<file path="src/rtl/awf_pkg.sv">
// Purpose: Shared constants for the add-accumulator-to-file execute block.
// Assumes: AXI4-Lite register access with 32-bit data and byte addresses.
// Notes: Status bit positions match the layout software sees in the status register.
package awf_pkg;

  // Opcode layout.
  localparam logic [5:0] OPC_ADD_ACC_TO_FILE = 6'h09;
  localparam int OPC_TOP_MSB = 15;
  localparam int OPC_TOP_LSB = 10;
  localparam int OPC_DEST_BIT = 9;
  localparam int OPC_ACCESS_BIT = 8;

  // Addressing.
  localparam logic [7:0] INDEXED_LIMIT = 8'h5F;
  localparam logic [3:0] ACCESS_LOW_BANK = 4'h0;
  localparam logic [3:0] ACCESS_HIGH_BANK = 4'hF;

  // Register byte offsets.
  localparam logic [7:0] OFS_CTRL = 8'h00;
  localparam logic [7:0] OFS_ACC = 8'h04;
  localparam logic [7:0] OFS_BANK = 8'h08;
  localparam logic [7:0] OFS_STATUS = 8'h0C;
  localparam logic [7:0] OFS_INDEX = 8'h10;
  localparam logic [7:0] OFS_INFO = 8'h14;

  // Reset values.
  localparam logic CTRL_RESET = 1'b0;
  localparam logic [7:0] ACC_RESET = 8'h00;
  localparam logic [3:0] BANK_RESET = 4'h0;
  localparam logic [7:0] STATUS_RESET = 8'h00;
  localparam logic [11:0] INDEX_RESET = 12'h000;

  // Status field positions.
  localparam int ST_CARRY = 0;
  localparam int ST_NIBBLE = 1;
  localparam int ST_ZERO = 2;
  localparam int ST_OVF = 3;
  localparam int ST_NEG = 4;

  // Info register field positions.
  localparam int INFO_BUSY = 16;
  localparam int INFO_SKIP = 17;

  // Bus responses.
  localparam logic [1:0] RESP_OKAY = 2'h0;
  localparam logic [1:0] RESP_SLVERR = 2'h2;

  // Execute phases, Gray coded along the fixed path.
  typedef enum logic [1:0] {
    PH_DECODE = 2'h0,
    PH_READ = 2'h1,
    PH_PROCESS = 2'h3,
    PH_WRITE = 2'h2
  } awf_phase_t;

endpackage

</file>
<file path="src/rtl/awf_adder.sv">
// Purpose: Eight-bit adder with the arithmetic status flags.
// Assumes: Purely combinational; the caller registers the results.
// Notes: Overflow is the signed overflow of two's-complement addition.
`timescale 1ns/1ps
module awf_adder (
  // Operands
  input wire logic [7:0] i_a,
  input wire logic [7:0] i_b,
  // Result and flags
  output logic [7:0] o_sum,
  output logic o_carry,
  output logic o_nibble,
  output logic o_zero,
  output logic o_neg,
  output logic o_ovf
);

  wire [8:0] full_sum = {1'b0, i_a} + {1'b0, i_b};
  wire [4:0] low_sum = {1'b0, i_a[3:0]} + {1'b0, i_b[3:0]};

  assign o_sum = full_sum[7:0];
  assign o_carry = full_sum[8];
  assign o_nibble = low_sum[4];
  assign o_zero = (full_sum[7:0] == 8'h00);
  assign o_neg = full_sum[7];
  // Same-sign operands giving a result of the other sign.
  assign o_ovf = (i_a[7] == i_b[7]) && (full_sum[7] != i_a[7]);

endmodule

</file>
<file path="src/rtl/awf_execute.sv">
// Purpose: Decode and four-phase execution of the add-accumulator-to-file opcode.
// Assumes: Data memory answers a read strobe with data on the following cycle.
// Notes: Registers are reached over AXI4-Lite; other opcodes are taken and skipped.
`timescale 1ns/1ps

module awf_execute (
  // Clock and reset
  input wire logic i_core_clk,
  input wire logic i_rst,
  // Instruction stream
  input wire logic [15:0] i_instr,
  input wire logic i_instr_valid,
  output logic o_instr_ready,
  output logic o_done,
  // Data memory
  output logic [11:0] o_mem_addr,
  output logic o_mem_rd,
  input wire logic [7:0] i_mem_rdata,
  output logic o_mem_we,
  output logic [7:0] o_mem_wdata,
  // AXI4-Lite write address and data
  input wire logic [7:0] i_s_axi_awaddr,
  input wire logic i_s_axi_awvalid,
  output logic o_s_axi_awready,
  input wire logic [31:0] i_s_axi_wdata,
  input wire logic [3:0] i_s_axi_wstrb,
  input wire logic i_s_axi_wvalid,
  output logic o_s_axi_wready,
  // AXI4-Lite write response
  output logic [1:0] o_s_axi_bresp,
  output logic o_s_axi_bvalid,
  input wire logic i_s_axi_bready,
  // AXI4-Lite read
  input wire logic [7:0] i_s_axi_araddr,
  input wire logic i_s_axi_arvalid,
  output logic o_s_axi_arready,
  output logic [31:0] o_s_axi_rdata,
  output logic [1:0] o_s_axi_rresp,
  output logic o_s_axi_rvalid,
  input wire logic i_s_axi_rready
);

  awf_pkg::awf_phase_t phase_reg, phase_next;
  logic [15:0] instr_reg;
  logic [7:0] operand_reg;
  logic [11:0] addr_reg;
  logic [7:0] acc_reg;
  logic [3:0] bank_reg;
  logic [7:0] status_reg;
  logic [11:0] index_reg;
  logic ext_en_reg;
  logic skip_reg;
  logic done_reg;
  logic mem_we_reg;
  logic [7:0] mem_wdata_reg;

  // Bus holding state.
  logic aw_full_reg, w_full_reg, bvalid_reg, rvalid_reg;
  logic [7:0] aw_addr_reg;
  logic [31:0] w_data_reg, rdata_reg;
  logic [3:0] w_strb_reg;
  logic [1:0] bresp_reg, rresp_reg;

  wire instr_take = (phase_reg == awf_pkg::PH_DECODE) && i_instr_valid;
  wire opcode_hit = (i_instr[awf_pkg::OPC_TOP_MSB:awf_pkg::OPC_TOP_LSB] == awf_pkg::OPC_ADD_ACC_TO_FILE);
  wire dest_file = instr_reg[awf_pkg::OPC_DEST_BIT];
  wire [7:0] file_addr = instr_reg[7:0];
  wire in_access = instr_reg[awf_pkg::OPC_ACCESS_BIT];

  wire [3:0] access_bank = (file_addr > awf_pkg::INDEXED_LIMIT) ? awf_pkg::ACCESS_HIGH_BANK
                                                                 : awf_pkg::ACCESS_LOW_BANK;
  wire use_indexed = ext_en_reg && !in_access && (file_addr <= awf_pkg::INDEXED_LIMIT);
  wire [11:0] indexed_addr = index_reg + {4'h0, file_addr};
  wire [11:0] banked_addr = {bank_reg, file_addr};
  wire [11:0] access_addr = {access_bank, file_addr};
  wire [11:0] eff_addr = use_indexed ? indexed_addr : (in_access ? banked_addr : access_addr);

  logic [7:0] sum;
  logic flag_c, flag_nib, flag_z, flag_n, flag_ovf;
  awf_adder u_adder (
    .i_a(acc_reg),
    .i_b(operand_reg),
    .o_sum(sum),
    .o_carry(flag_c),
    .o_nibble(flag_nib),
    .o_zero(flag_z),
    .o_neg(flag_n),
    .o_ovf(flag_ovf)
  );

  wire in_write = (phase_reg == awf_pkg::PH_WRITE);

  wire [7:0] status_exec = {status_reg[7:5], flag_n, flag_ovf, flag_z, flag_nib, flag_c};

  always_comb begin
    phase_next = phase_reg;
    case (phase_reg)
      awf_pkg::PH_DECODE: begin
        if (instr_take && opcode_hit) begin
          phase_next = awf_pkg::PH_READ;
        end
      end
      awf_pkg::PH_READ: phase_next = awf_pkg::PH_PROCESS;
      awf_pkg::PH_PROCESS: phase_next = awf_pkg::PH_WRITE;
      awf_pkg::PH_WRITE: phase_next = awf_pkg::PH_DECODE;
      default: phase_next = awf_pkg::PH_DECODE;
    endcase
  end

  always_ff @(posedge i_core_clk or posedge i_rst) begin
    if (i_rst) begin
      phase_reg <= awf_pkg::PH_DECODE;
      instr_reg <= 16'h0000;
      skip_reg <= 1'b0;
    end else begin
      phase_reg <= phase_next;
      if (instr_take) begin
        instr_reg <= i_instr;
        skip_reg <= !opcode_hit;
      end
    end
  end

  // The address is frozen in the read phase so a bank or index write later in the
  // instruction cannot move the write-back away from the location that was read.
  always_ff @(posedge i_core_clk or posedge i_rst) begin
    if (i_rst) begin
      addr_reg <= 12'h000;
      operand_reg <= 8'h00;
    end else begin
      if (phase_reg == awf_pkg::PH_READ) begin
        addr_reg <= eff_addr;
      end
      if (phase_reg == awf_pkg::PH_PROCESS) begin
        operand_reg <= i_mem_rdata;
      end
    end
  end

  always_ff @(posedge i_core_clk or posedge i_rst) begin
    if (i_rst) begin
      mem_we_reg <= 1'b0;
      mem_wdata_reg <= 8'h00;
      done_reg <= 1'b0;
    end else begin
      mem_we_reg <= in_write && dest_file;
      done_reg <= in_write;
      if (in_write && dest_file) begin
        mem_wdata_reg <= sum;
      end
    end
  end

  // Software registers; an execution write wins over a bus write in the same cycle.
  wire bus_write = aw_full_reg && w_full_reg && !bvalid_reg;
  wire [7:0] wr_ofs = aw_addr_reg;
  wire wr_lane0 = bus_write && w_strb_reg[0];
  wire wr_lane1 = bus_write && w_strb_reg[1];
  wire wr_ctrl = wr_lane0 && (wr_ofs == awf_pkg::OFS_CTRL);
  wire wr_acc = wr_lane0 && (wr_ofs == awf_pkg::OFS_ACC);
  wire wr_bank = wr_lane0 && (wr_ofs == awf_pkg::OFS_BANK);
  wire wr_status = wr_lane0 && (wr_ofs == awf_pkg::OFS_STATUS);
  wire wr_index_lo = wr_lane0 && (wr_ofs == awf_pkg::OFS_INDEX);
  wire wr_index_hi = wr_lane1 && (wr_ofs == awf_pkg::OFS_INDEX);
  wire wr_mapped = (wr_ofs == awf_pkg::OFS_CTRL) || (wr_ofs == awf_pkg::OFS_ACC) ||
                   (wr_ofs == awf_pkg::OFS_BANK) || (wr_ofs == awf_pkg::OFS_STATUS) ||
                   (wr_ofs == awf_pkg::OFS_INDEX) || (wr_ofs == awf_pkg::OFS_INFO);

  always_ff @(posedge i_core_clk or posedge i_rst) begin
    if (i_rst) begin
      acc_reg <= awf_pkg::ACC_RESET;
      status_reg <= awf_pkg::STATUS_RESET;
    end else begin
      if (in_write && !dest_file) begin
        acc_reg <= sum;
      end else if (wr_acc) begin
        acc_reg <= w_data_reg[7:0];
      end
      if (in_write) begin
        status_reg <= status_exec;
      end else if (wr_status) begin
        status_reg <= w_data_reg[7:0];
      end
    end
  end

  always_ff @(posedge i_core_clk or posedge i_rst) begin
    if (i_rst) begin
      ext_en_reg <= awf_pkg::CTRL_RESET;
      bank_reg <= awf_pkg::BANK_RESET;
      index_reg <= awf_pkg::INDEX_RESET;
    end else begin
      if (wr_ctrl) begin
        ext_en_reg <= w_data_reg[0];
      end
      if (wr_bank) begin
        bank_reg <= w_data_reg[3:0];
      end
      if (wr_index_lo) begin
        index_reg[7:0] <= w_data_reg[7:0];
      end
      if (wr_index_hi) begin
        index_reg[11:8] <= w_data_reg[11:8];
      end
    end
  end

  // Write channel: address and data are held separately so either may come first.
  always_ff @(posedge i_core_clk or posedge i_rst) begin
    if (i_rst) begin
      aw_full_reg <= 1'b0;
      w_full_reg <= 1'b0;
      aw_addr_reg <= 8'h00;
      w_data_reg <= 32'h0000_0000;
      w_strb_reg <= 4'h0;
      bvalid_reg <= 1'b0;
      bresp_reg <= awf_pkg::RESP_OKAY;
    end else begin
      if (i_s_axi_awvalid && !aw_full_reg) begin
        aw_full_reg <= 1'b1;
        aw_addr_reg <= {i_s_axi_awaddr[7:2], 2'h0};
      end
      if (i_s_axi_wvalid && !w_full_reg) begin
        w_full_reg <= 1'b1;
        w_data_reg <= i_s_axi_wdata;
        w_strb_reg <= i_s_axi_wstrb;
      end
      if (bus_write) begin
        aw_full_reg <= 1'b0;
        w_full_reg <= 1'b0;
        bvalid_reg <= 1'b1;
        bresp_reg <= wr_mapped ? awf_pkg::RESP_OKAY : awf_pkg::RESP_SLVERR;
      end else if (bvalid_reg && i_s_axi_bready) begin
        bvalid_reg <= 1'b0;
      end
    end
  end

  // Read channel.
  wire [7:0] rd_ofs = {i_s_axi_araddr[7:2], 2'h0};
  wire rd_take = i_s_axi_arvalid && !rvalid_reg;
  logic [31:0] info_word;
  always_comb begin
    info_word = 32'h0000_0000;
    info_word[11:0] = addr_reg;
    info_word[awf_pkg::INFO_BUSY] = (phase_reg != awf_pkg::PH_DECODE);
    info_word[awf_pkg::INFO_SKIP] = skip_reg;
  end

  logic [31:0] rd_mux;
  logic rd_hit;
  always_comb begin
    rd_hit = 1'b1;
    case (rd_ofs)
      awf_pkg::OFS_CTRL: rd_mux = {31'h0000_0000, ext_en_reg};
      awf_pkg::OFS_ACC: rd_mux = {24'h00_0000, acc_reg};
      awf_pkg::OFS_BANK: rd_mux = {28'h000_0000, bank_reg};
      awf_pkg::OFS_STATUS: rd_mux = {24'h00_0000, status_reg};
      awf_pkg::OFS_INDEX: rd_mux = {20'h0_0000, index_reg};
      awf_pkg::OFS_INFO: rd_mux = info_word;
      default: begin
        rd_mux = 32'h0000_0000;
        rd_hit = 1'b0;
      end
    endcase
  end

  always_ff @(posedge i_core_clk or posedge i_rst) begin
    if (i_rst) begin
      rvalid_reg <= 1'b0;
      rdata_reg <= 32'h0000_0000;
      rresp_reg <= awf_pkg::RESP_OKAY;
    end else begin
      if (rd_take) begin
        rvalid_reg <= 1'b1;
        rdata_reg <= rd_mux;
        rresp_reg <= rd_hit ? awf_pkg::RESP_OKAY : awf_pkg::RESP_SLVERR;
      end else if (rvalid_reg && i_s_axi_rready) begin
        rvalid_reg <= 1'b0;
      end
    end
  end

  assign o_mem_addr = (phase_reg == awf_pkg::PH_READ) ? eff_addr : addr_reg;
  assign o_mem_rd = (phase_reg == awf_pkg::PH_READ);
  assign o_mem_we = mem_we_reg;
  assign o_mem_wdata = mem_wdata_reg;
  assign o_instr_ready = (phase_reg == awf_pkg::PH_DECODE);
  assign o_done = done_reg;

  assign o_s_axi_awready = !aw_full_reg;
  assign o_s_axi_wready = !w_full_reg;
  assign o_s_axi_bvalid = bvalid_reg;
  assign o_s_axi_bresp = bresp_reg;
  assign o_s_axi_arready = !rvalid_reg;
  assign o_s_axi_rvalid = rvalid_reg;
  assign o_s_axi_rdata = rdata_reg;
  assign o_s_axi_rresp = rresp_reg;

endmodule

</file>
<file path="config.mk">
export PLATFORM = sky130hd
export DESIGN_NAME = awf_execute
export DESIGN_NICKNAME = d
export VERILOG_FILES = /design/src/rtl/awf_pkg.sv /design/src/rtl/awf_adder.sv /design/src/rtl/awf_execute.sv
export SDC_FILE = /design/constraint.sdc
export NUM_CORES = 1
export LEC_CHECK = 0
export BUFFER_PORTS_ARGS = -buffer_cell sky130_fd_sc_hd__buf_2
export CAP_MARGIN = 15
export CORE_AREA = 2 2 107 109
export CTS_CLUSTER_DIAMETER = 120
export DETAILED_ROUTE_END_ITERATION = 6
export DIE_AREA = 0 0 109 111
export PLACE_DENSITY = 0.89
export SYNTH_ARGS = -nofsm -noshare
export SYNTH_HDL_FRONTEND = slang
export SYNTH_SLANG_ARGS = --single-unit
</file>
<file path="constraint.sdc">
create_clock -name i_core_clk -period 5.4 [get_ports i_core_clk]
set_input_delay 0.81 -clock i_core_clk [delete_from_list [all_inputs] [get_ports i_core_clk]]
set_output_delay 0.81 -clock i_core_clk [all_outputs]
set_load 0.01 [all_outputs]
</file>
==> results of run 1 <==
[final timing paths]
check / cells after the start / endpoint
worst max-delay path: 9 / o_mem_addr[8]
worst min-delay path: 2 / o_s_axi_rdata[17]
worst max register to register: 8 / addr_reg[8]
worst min register to register: 2 / o_s_axi_rdata[17]
max in group asynchronous: 3 / o_s_axi_rdata[16]
min in group asynchronous: 2 / aw_addr_reg[5]
[cells in the final DEF (no fill, tap or decap), types with 17 or more instances in the layout]
master	n
dfrtp_1	116
buf_2	102
mux2_2	52
nand2_1	43
nor2_1	37
a21oi_1	25
mux2i_1	23
o21ai_0	21
conb_1	20
clkbuf_16	17
[cell type report]
class                      instances  share of cell area, %
clock buffer                      22                   6.58
timing repair buffer             104                   7.45
antenna                            1                 0.0355
inverter                          14                  0.780
multi-input combinational        373                   39.3
sequential                       116                   41.1
clock inverter                    10                   2.18
tap                              143                   2.54
[metrics by stage]
step	cells	hold WS, ns	setup WS, ns
floorplan	542	0.458	1.52
global placement	750	0.450	2.33
detailed placement	750	0.462	2.16
CTS	782	0.473	1.66
global route	783	0.488	1.52
finish	783	0.462	1.60
[power groups by stage]
stage	Clock [W]	Combinational (W)	Sequential, W
2_1_floorplan	0	0.000896	0.00141
3_3_place_gp	0	0.00115	0.00148
3_5_place_dp	0	0.00121	0.00150
4_1_cts	0.00118	0.00124	0.00149
5_1_grt	0.00122	0.00135	0.00154
6_report	0.00117	0.00124	0.00150
[kinds of logic (layout without fill, tap and decap cells)]
| group | count (synthesis) | in the layout |
|---|---|---|
| AND/OR/NAND/NOR | 135 | 135 |
| flip-flops | 116 | 116 |
| AO/OA/AOI/OAI | 106 | 106 |
| multiplexers | 84 | 84 |
| buffers and inverters | 53 | 150 |
| adder cells (fa/ha/maj) | 18 | 18 |
| XOR/XNOR | 10 | 10 |
| other | 1 | 21 |
[per-layer routing]
layer,track usage [%],vias up,share of wire (%)
met5,0,-,0
met4,12.6,0,4.6
met3,6.35,58,7.8
met2,38.7,252,48
met1,31.1,2264,39
li1,-,2057,-
[worst min-delay path: cells and delay by family, from the launching register on]
| family | cells | cell delay, ns |
|---|---|---|
| simple gates | 2 | 0.10 |
| flops | 1 | 0.33 |
==> flow_metrics.tcl, run 1 <==
set metrics [dict create \
    dp_hpwl_mm 10.4 \
    critical_path.cell_chain "ha_1, inv_1, fa_1, nor2b_1, o21ai_1, a21boi_0, a221oi_2, a211oi_1, buf_2" \
    synthMuxAreaShare_pct 16.0 \
    nFillCells 839 \
    ir_worst_vdd_v 0.000302 \
    critPathSlowestCell "a21boi_0" \
    drt_iter0_drc 423 \
    largest_register_ffs 14 \
    r2r_slack_ns 2.88 \
    synth-xor-area-share_pct 1.48 \
    drive_gt1_share_pct 32.7 \
    die_h_um 111 \
    cts_setup_buffers 0 \
    cts_num_sinks 116 \
    ys_ff_latch 116 \
    fin_worst_skew_ns 0.0140 \
    cp-start-kind "flop" \
    core_area_sq_mm 0.0111 \
    end_kind "primary output" \
    cpLargestDelayFamily "compound AO/OA/AOI/OAI gates" \
    critical_path_arrival_ns 2.99 \
    cts_tree "built" \
    synthCells 523 \
    io_pins 149 \
    root_buffer "clkbuf_16" \
    period_needed_ns 3.80 \
    synthFlopType "dfrtp_1" \
    hold_viol_final 0 \
    tightest_slew_ns 1.10 \
    fin_setup_tns_ns 0 \
    startpoint "index_reg[0]" \
    cts_buffers 17 \
    synthAdderAreaFrac_pct 4.06 \
    hold_buffers 0 \
    netlist.area_leader.share_pct 49.1 \
    rsz0062_at_grt "false" \
    yosysSeqAreaShare_pct 49.1 \
    viasPerCell 5.91 \
    h-tree-depth 4 \
    dr_total_vias 4631 \
    fin_nets 728 \
    synth_edf_count 0 \
    io_buffers 102 \
    synth_area_sq_mm 0.00591 \
    grt_usage_pct 24.6 \
    cts_resized 0 \
    first_pass_iters 6 \
    synth.most_common_cell "dfrtp_1" \
    clock_path_buffers 2 \
    finalCritPeriodShare_pct 70.4 \
    max_slew_margin_pct 26.3 \
    globalplace.congestion 0.901 \
    yosys.area.top_type "dfrtp_1" \
    p_per_area_mw_per_mm2 555 \
    grt_max_degree 85 \
    area.growth.synth_to_final_pct 19.3 \
    crit_buf_inv 2 \
    yosysWarnings 0 \
    wl_per_cell_um 18.4 \
    fp-row-count 39 \
    combPwrFrac_pct 31.7 \
    p_leak_nw 3.44 \
    clk_pin_slew_ns 0.05 \
    die_area_sq_mm 0.0121 \
    fmax_mhz 263 \
    die_w_um 109 \
    p_sw_share_pct 35.0 \
    outcome "complete, no violations" \
    multi_input_area_sq_mm 0.00277 \
    async_reset_ff_share_pct 100 \
    ant_nets 0 \
    overflow 0 \
    antenna_found_initial 1 \
    maxSlewViolCount 0 \
    ys_types 63 \
    first_global_vias 4623 \
    path_class "flop to primary output" \
    synth_common_cells "dfrtp_1, mux2_2, nand2_1" \
    finalSetupViolations 0 \
    place_area_sq_mm 0.00643 \
    final_area_sq_mm 0.00705 \
    synthSimpleGateAreaFrac_pct 11.9 \
    min_from "o_s_axi_rdata[17]" \
    final_util_pct 63.7 \
    clockPowerShare_pct 29.9 \
    grt_pass1_wl_mm 22.8 \
    drc 0 \
    wl_mm 14.4 \
    worstPathRequired_ns 4.59 \
    synth_area_per_cell_sq_um 11.3 \
    cp_max_fo 3 \
    max_stage_delay_ns 0.46 \
    switchingPower_w 0.00137 \
    synth-compound-area-share_pct 12.1 \
    cap_viol_max_count 0 \
    hp-class "flop to flop" \
    finalPower_w 0.00392 \
    synthTopCellsByArea "dfrtp_1, mux2_2, mux2i_1, ha_1, nand2_1" \
    internal_power_w 0.00255 \
    start_util_pct 53.4 \
    register_area_sq_mm 0.00290 \
    r2r_start "index_reg[0]" \
    insertion_delay_ns 0.41 \
    synth_top_family_by_area "multiplexers" \
    power_frac_seq_pct 38.4 \
]
Power figures use the tool's default switching activity.
==> run 2: changes to the inputs <==
--- a/config.mk
+++ b/config.mk
@@ -5,13 +5,14 @@
 export SDC_FILE = /design/constraint.sdc
 export NUM_CORES = 1
 export LEC_CHECK = 0
+export ABC_AREA = 1
 export BUFFER_PORTS_ARGS = -buffer_cell sky130_fd_sc_hd__buf_2
 export CAP_MARGIN = 15
-export CORE_AREA = 2 2 107 109
+export CORE_AREA = 2 2 109 111
 export CTS_CLUSTER_DIAMETER = 120
 export DETAILED_ROUTE_END_ITERATION = 6
-export DIE_AREA = 0 0 109 111
-export PLACE_DENSITY = 0.89
+export DIE_AREA = 0 0 111 113
+export PLACE_DENSITY = 0.87
 export SYNTH_ARGS = -nofsm -noshare
 export SYNTH_HDL_FRONTEND = slang
 export SYNTH_SLANG_ARGS = --single-unit
==> constraint.sdc (replaced) <==
create_clock -name i_core_clk -period 3.5 [get_ports i_core_clk]
set_input_delay 0.525 -clock i_core_clk [delete_from_list [all_inputs] [get_ports i_core_clk]]
set_output_delay 0.525 -clock i_core_clk [all_outputs]
set_load 0.01 [all_outputs]
==> flow_metrics.tcl, run 2 <==
set metrics [dict create \
    outcome "complete, no violations" \
    synthMuxAreaShare_pct 2.06 \
    die_h_um 113 \
    critical_path_arrival_ns 2.42 \
    synth_top_family_by_area "simple AND/OR/NAND/NOR gates" \
    globalplace.congestion 0.932 \
    layout_common_cells "nand2_1, dfrtp_1, buf_2" \
    drive_gt1_share_pct 20.0 \
    worstPathRequired_ns 2.97 \
    insertion_delay_ns 0.41 \
    wl_per_cell_um 14.7 \
    synthFlopType "dfrtp_1" \
    cts_resized 0 \
    largest_register_ffs 14 \
    first_pass_iters 5 \
    grt_max_degree 49 \
    fin_setup_tns_ns 0 \
    period_needed_ns 2.94 \
    dp_hpwl_mm 11.0 \
    cp-start-kind "flop" \
    synth.most_common_cell "nand2_1" \
    ys_types 39 \
    cp_max_fo 3 \
    hp-class "input pin to async pin" \
    ir_worst_vdd_v 0.000446 \
    path_class "flop to primary output" \
    place_ws_ns 1.01 \
    cts_num_sinks 116 \
    synth_edf_count 0 \
    synthCells 734 \
    synthSimpleGateAreaFrac_pct 25.0 \
    yosysWarnings 0 \
    grt_pass1_wl_mm 24.1 \
    synth-xor-area-share_pct 0.729 \
    first_global_vias 5121 \
    die_area_sq_mm 0.0125 \
    synth_area_sq_mm 0.00601 \
    fin_ws_ns 0.558 \
    cap_viol_max_count 0 \
    dr_total_vias 5266 \
    die_w_um 111 \
    fp-row-count 39 \
    cts_tree "built" \
    holdWs_ns 0.206 \
    finalSetupViolations 0 \
    hold_viol_final 0 \
    core_area_sq_mm 0.0113 \
    end_kind "primary output" \
    drc 0 \
    maxSlewViolCount 0 \
    hold_buffers 0 \
    yosys.area.top_type "dfrtp_1" \
    antenna_found_initial 0 \
    root_buffer "clkbuf_16" \
    ys_ff_latch 116 \
    max_slew_margin_pct 39.5 \
    netlist.area_leader.share_pct 48.3 \
    grt_usage_pct 24.4 \
    synth_common_cells "nand2_1, dfrtp_1, inv_1" \
    area.growth.synth_to_final_pct 20.1 \
    synthAdderAreaFrac_pct 4.00 \
    diodes 0 \
    async_reset_ff_share_pct 100 \
    clock_path_buffers 2 \
    rsz0062_at_grt "false" \
    tightest_slew_ns 0.906 \
    p_leak_nw 3.79 \
    ant_nets 0 \
    cts_buffers 17 \
    viasPerCell 5.27 \
    synthTopCellsByArea "dfrtp_1, nand2_1, inv_1, a21oi_1, nand3_1" \
    synth_area_per_cell_sq_um 8.18 \
    p_per_area_mw_per_mm2 797 \
    io_pins 149 \
    overflow 0 \
    h-tree-depth 4 \
    finalCritPeriodShare_pct 84.1 \
    cts_setup_buffers 0 \
    start_util_pct 53.3 \
    final_common_cell "nand2_1" \
    fin_worst_skew_ns 0.00761 \
    fmax_mhz 340 \
    clk_pin_slew_ns 0.05 \
    yosysSeqAreaShare_pct 48.3 \
    io_buffers 102 \
    drt_iter0_drc 350 \
    synth-compound-area-share_pct 11.1 \
    wl_mm 14.7 \
    fin_nets 946 \
]
[run 2: cell count changes after synthesis, moves of 23 or more]
cell,delta
nand2_1,+164
mux2_2,-41
inv_1,+60
a21oi_1,+24
mux2i_1,-23
nand3_1,+43
[run 2: power by group]
group / switching (W) / internal [W]
Sequential: 0.000364 / 0.00179
Combinational: 0.00115 / 0.000648
Clock: 0.000590 / 0.00121
[run 2: metal layers]
| metal | track usage [%] | share of wire, % | vias to the layer above |
|---|---|---|---|
| met5 | 0 | 0 | - |
| met4 | 10.3 | 2.7 | 0 |
| met3 | 7.23 | 7.3 | 27 |
| met2 | 40.5 | 48 | 182 |
| met1 | 30.0 | 42 | 2472 |
| li1 | - | - | 2585 |
[run 2: cell type report]
| type | count | area, sq um |
|---|---|---|
| clock buffer | 25 | 505 |
| clock inverter | 7 | 119 |
| fill | 967 | 4060 |
| inverter | 78 | 297 |
| multi-input combinational | 524 | 2650 |
| sequential | 116 | 2900 |
| tap | 143 | 179 |
| timing repair buffer | 107 | 561 |
[run 2: stage by stage]
stage | area, sq um | util (%) | power [W] | std cells
6_report | 7220 | 64.0 | 0.00575 | 1000
5_1_grt | 7220 | 64.0 | 0.00611 | 1000
3_5_place_dp | 6590 | 58.5 | 0.00393 | 968
3_3_place_gp | 6590 | 58.5 | 0.00386 | 968
2_1_floorplan | 6080 | - | 0.00334 | 753
4_1_cts | 7220 | 64.0 | 0.00575 | 1000
[run 2: critical path: stages (launching register included)]
cell      delay, ns
dfrtp_1        0.38
ha_1           0.21
inv_1          0.07
fa_1           0.40
inv_1          0.12
nand3_1        0.08
nand3_1        0.11
nand2_1        0.10
nand3b_1       0.10
nand3_1        0.09
a21oi_1        0.17
buf_2          0.16
[run 2: final timing paths]
check | slack [ns] | to | cells past startpoint | start
worst min register to register | 0.44 | phase_reg[1] | 0 | phase_reg[0]
min in group i_core_clk | 0.28 | o_s_axi_bvalid | 2 | i_s_axi_bready
worst max register to register | 1.57 | addr_reg[8] | 10 | index_reg[0]
max in group asynchronous | 2.55 | addr_reg[11] | 3 | i_rst
worst min-delay path | 0.21 | instr_reg[5] | 2 | i_rst
worst max-delay path | 0.56 | o_mem_addr[8] | 11 | index_reg[0]
[run 2: logic make-up after synthesis]
| logic type | after synthesis |
|---|---|
| other | 1 |
| multiplexers | 11 |
| adder cells (fa/ha/maj) | 18 |
| flip-flops | 116 |
| AO/OA/AOI/OAI | 122 |
| buffers and inverters | 113 |
| AND/OR/NAND/NOR | 348 |
| XOR/XNOR | 5 |
==> run 3: changes to the inputs <==
==> constraint.sdc (replaced) <==
create_clock -name i_core_clk -period 2.95 [get_ports i_core_clk]
set_input_delay 0.4425 -clock i_core_clk [delete_from_list [all_inputs] [get_ports i_core_clk]]
set_output_delay 0.4425 -clock i_core_clk [all_outputs]
set_load 0.01 [all_outputs]
==> flow_metrics.tcl, run 3 (same netlist as run 2, synthesis figures left out) <==
set metrics [dict create \
    outcome "complete, no violations" \
    fin_nets 949 \
    place_ws_ns 0.507 \
    period_needed_ns 2.78 \
    cap_viol_max_count 0 \
    core_area_sq_mm 0.0113 \
    cts_tree "built" \
    cp_max_fo 3 \
    nFillCells 971 \
    largest_register_ffs 14 \
    maxSlewViolCount 0 \
    start_util_pct 53.3 \
    finalCritPeriodShare_pct 94.2 \
    area.growth.synth_to_final_pct 21.0 \
    ant_nets 0 \
    tightest_slew_ns 0.723 \
    clk_pin_slew_ns 0.06 \
    fp-row-count 39 \
    dr_total_vias 5287 \
    dp_hpwl_mm 11.2 \
    grt_usage_pct 25.3 \
    drt_iter0_drc 335 \
    diodes 0 \
    clock_path_buffers 2 \
    cts_buffers 17 \
    fin_ws_ns 0.171 \
    grt_pass1_wl_mm 24.8 \
    antenna_found_initial 0 \
    wl_per_cell_um 15.0 \
    fmax_mhz 360 \
    p_leak_nw 3.82 \
    h-tree-depth 4 \
    overflow 0 \
    finalSetupViolations 0 \
    path_class "flop to primary output" \
    hold_viol_final 0 \
    viasPerCell 5.28 \
    max_slew_margin_pct 51.7 \
    fin_worst_skew_ns 0.00785 \
    critical_path_arrival_ns 2.34 \
    rsz0062_at_grt "false" \
    io_pins 149 \
    hold_buffers 0 \
    root_buffer "clkbuf_16" \
    cp-start-kind "flop" \
    worstPathRequired_ns 2.51 \
    layout_common_cells "nand2_1, dfrtp_1, buf_2" \
    p_per_area_mw_per_mm2 957 \
    io_buffers 102 \
    grt_max_degree 47 \
    first_global_vias 5106 \
    drc 0 \
    wl_mm 15.0 \
    die_area_sq_mm 0.0125 \
    cts_num_sinks 116 \
    first_pass_iters 5 \
    finalPower_w 0.00695 \
    final_util_pct 64.5 \
    drive_gt1_share_pct 21.0 \
    hp-class "input pin to async pin" \
    die_w_um 111 \
    insertion_delay_ns 0.42 \
    ir_worst_vdd_v 0.000609 \
    die_h_um 113 \
    final_common_cell "nand2_1" \
    end_kind "primary output" \
    globalplace.congestion 0.943 \
    fin_setup_tns_ns 0 \
]
## run 3: metal layers
layer / track usage [%] / routed length [um] / vias to the layer above
met1: 32.0 / 6370 / 2479
met5: 0 / 0 / -
met4: 11.4 / 476 / 0
li1: - / - / 2584
met3: 7.28 / 995 / 34
met2: 40.8 / 7160 / 190
## run 3: worst paths after layout
| kind | slack (ns) | startpoint | end | cells past startpoint |
|---|---|---|---|---|
| worst max-delay path | 0.17 | index_reg[0] | o_mem_addr[8] | 11 |
| worst min-delay path | 0.14 | i_rst | instr_reg[5] | 2 |
| worst max register to register | 0.99 | acc_reg[0] | status_reg[2] | 8 |
| worst min register to register | 0.46 | phase_reg[0] | phase_reg[1] | 0 |
| max in group asynchronous | 2.04 | i_rst | aw_addr_reg[3] | 3 |
| min in group i_core_clk | 0.21 | i_s_axi_bready | o_s_axi_bvalid | 2 |
## run 3: where the power goes
group	leakage (nW)	internal [W]	switching [W]	total, W
Clock	0.315	0.00152	0.000708	0.00223
Combinational	2.06	0.000782	0.00138	0.00217
Sequential	1.44	0.00212	0.000442	0.00256
## run 3: final cells by class
class	count	area (sq um)	share of cell area (%)
Sequential cell	116	2900	39.9
Multi-Input combinational cell	524	2660	36.6
Timing Repair Buffer	110	583	8.02
Clock buffer	23	498	6.85
Inverter	78	297	4.08
Tap cell	143	179	2.46
Clock inverter	8	146	2.01
## run 3: repair_timing
item	4_1_cts	5_1_grt
resized for setup	0	6
buffers inserted	0	1
endpoints found under the setup margin	0	2
## run 3: worst max-delay path, cell delays in order, from the launching register on
cell and delay, ns:
dfrtp_1 0.39, ha_2 0.21, inv_1 0.05, fa_2 0.37, inv_2 0.09, nand3_1 0.07, nand3_1 0.14, nand2_2 0.08
nand3b_1 0.08, nand3_1 0.10, a21oi_2 0.17, buf_2 0.15
## run 3: through the flow
step / hold WS (ns) / area [sq um] / cells
2_1_floorplan: 0.452 / 6080 / 753
3_3_place_gp: 0.427 / 6610 / 970
3_5_place_dp: 0.441 / 6610 / 970
4_1_cts: 0.139 / 7250 / 1001
5_1_grt: 0.177 / 7270 / 1002
6_report: 0.137 / 7270 / 1002
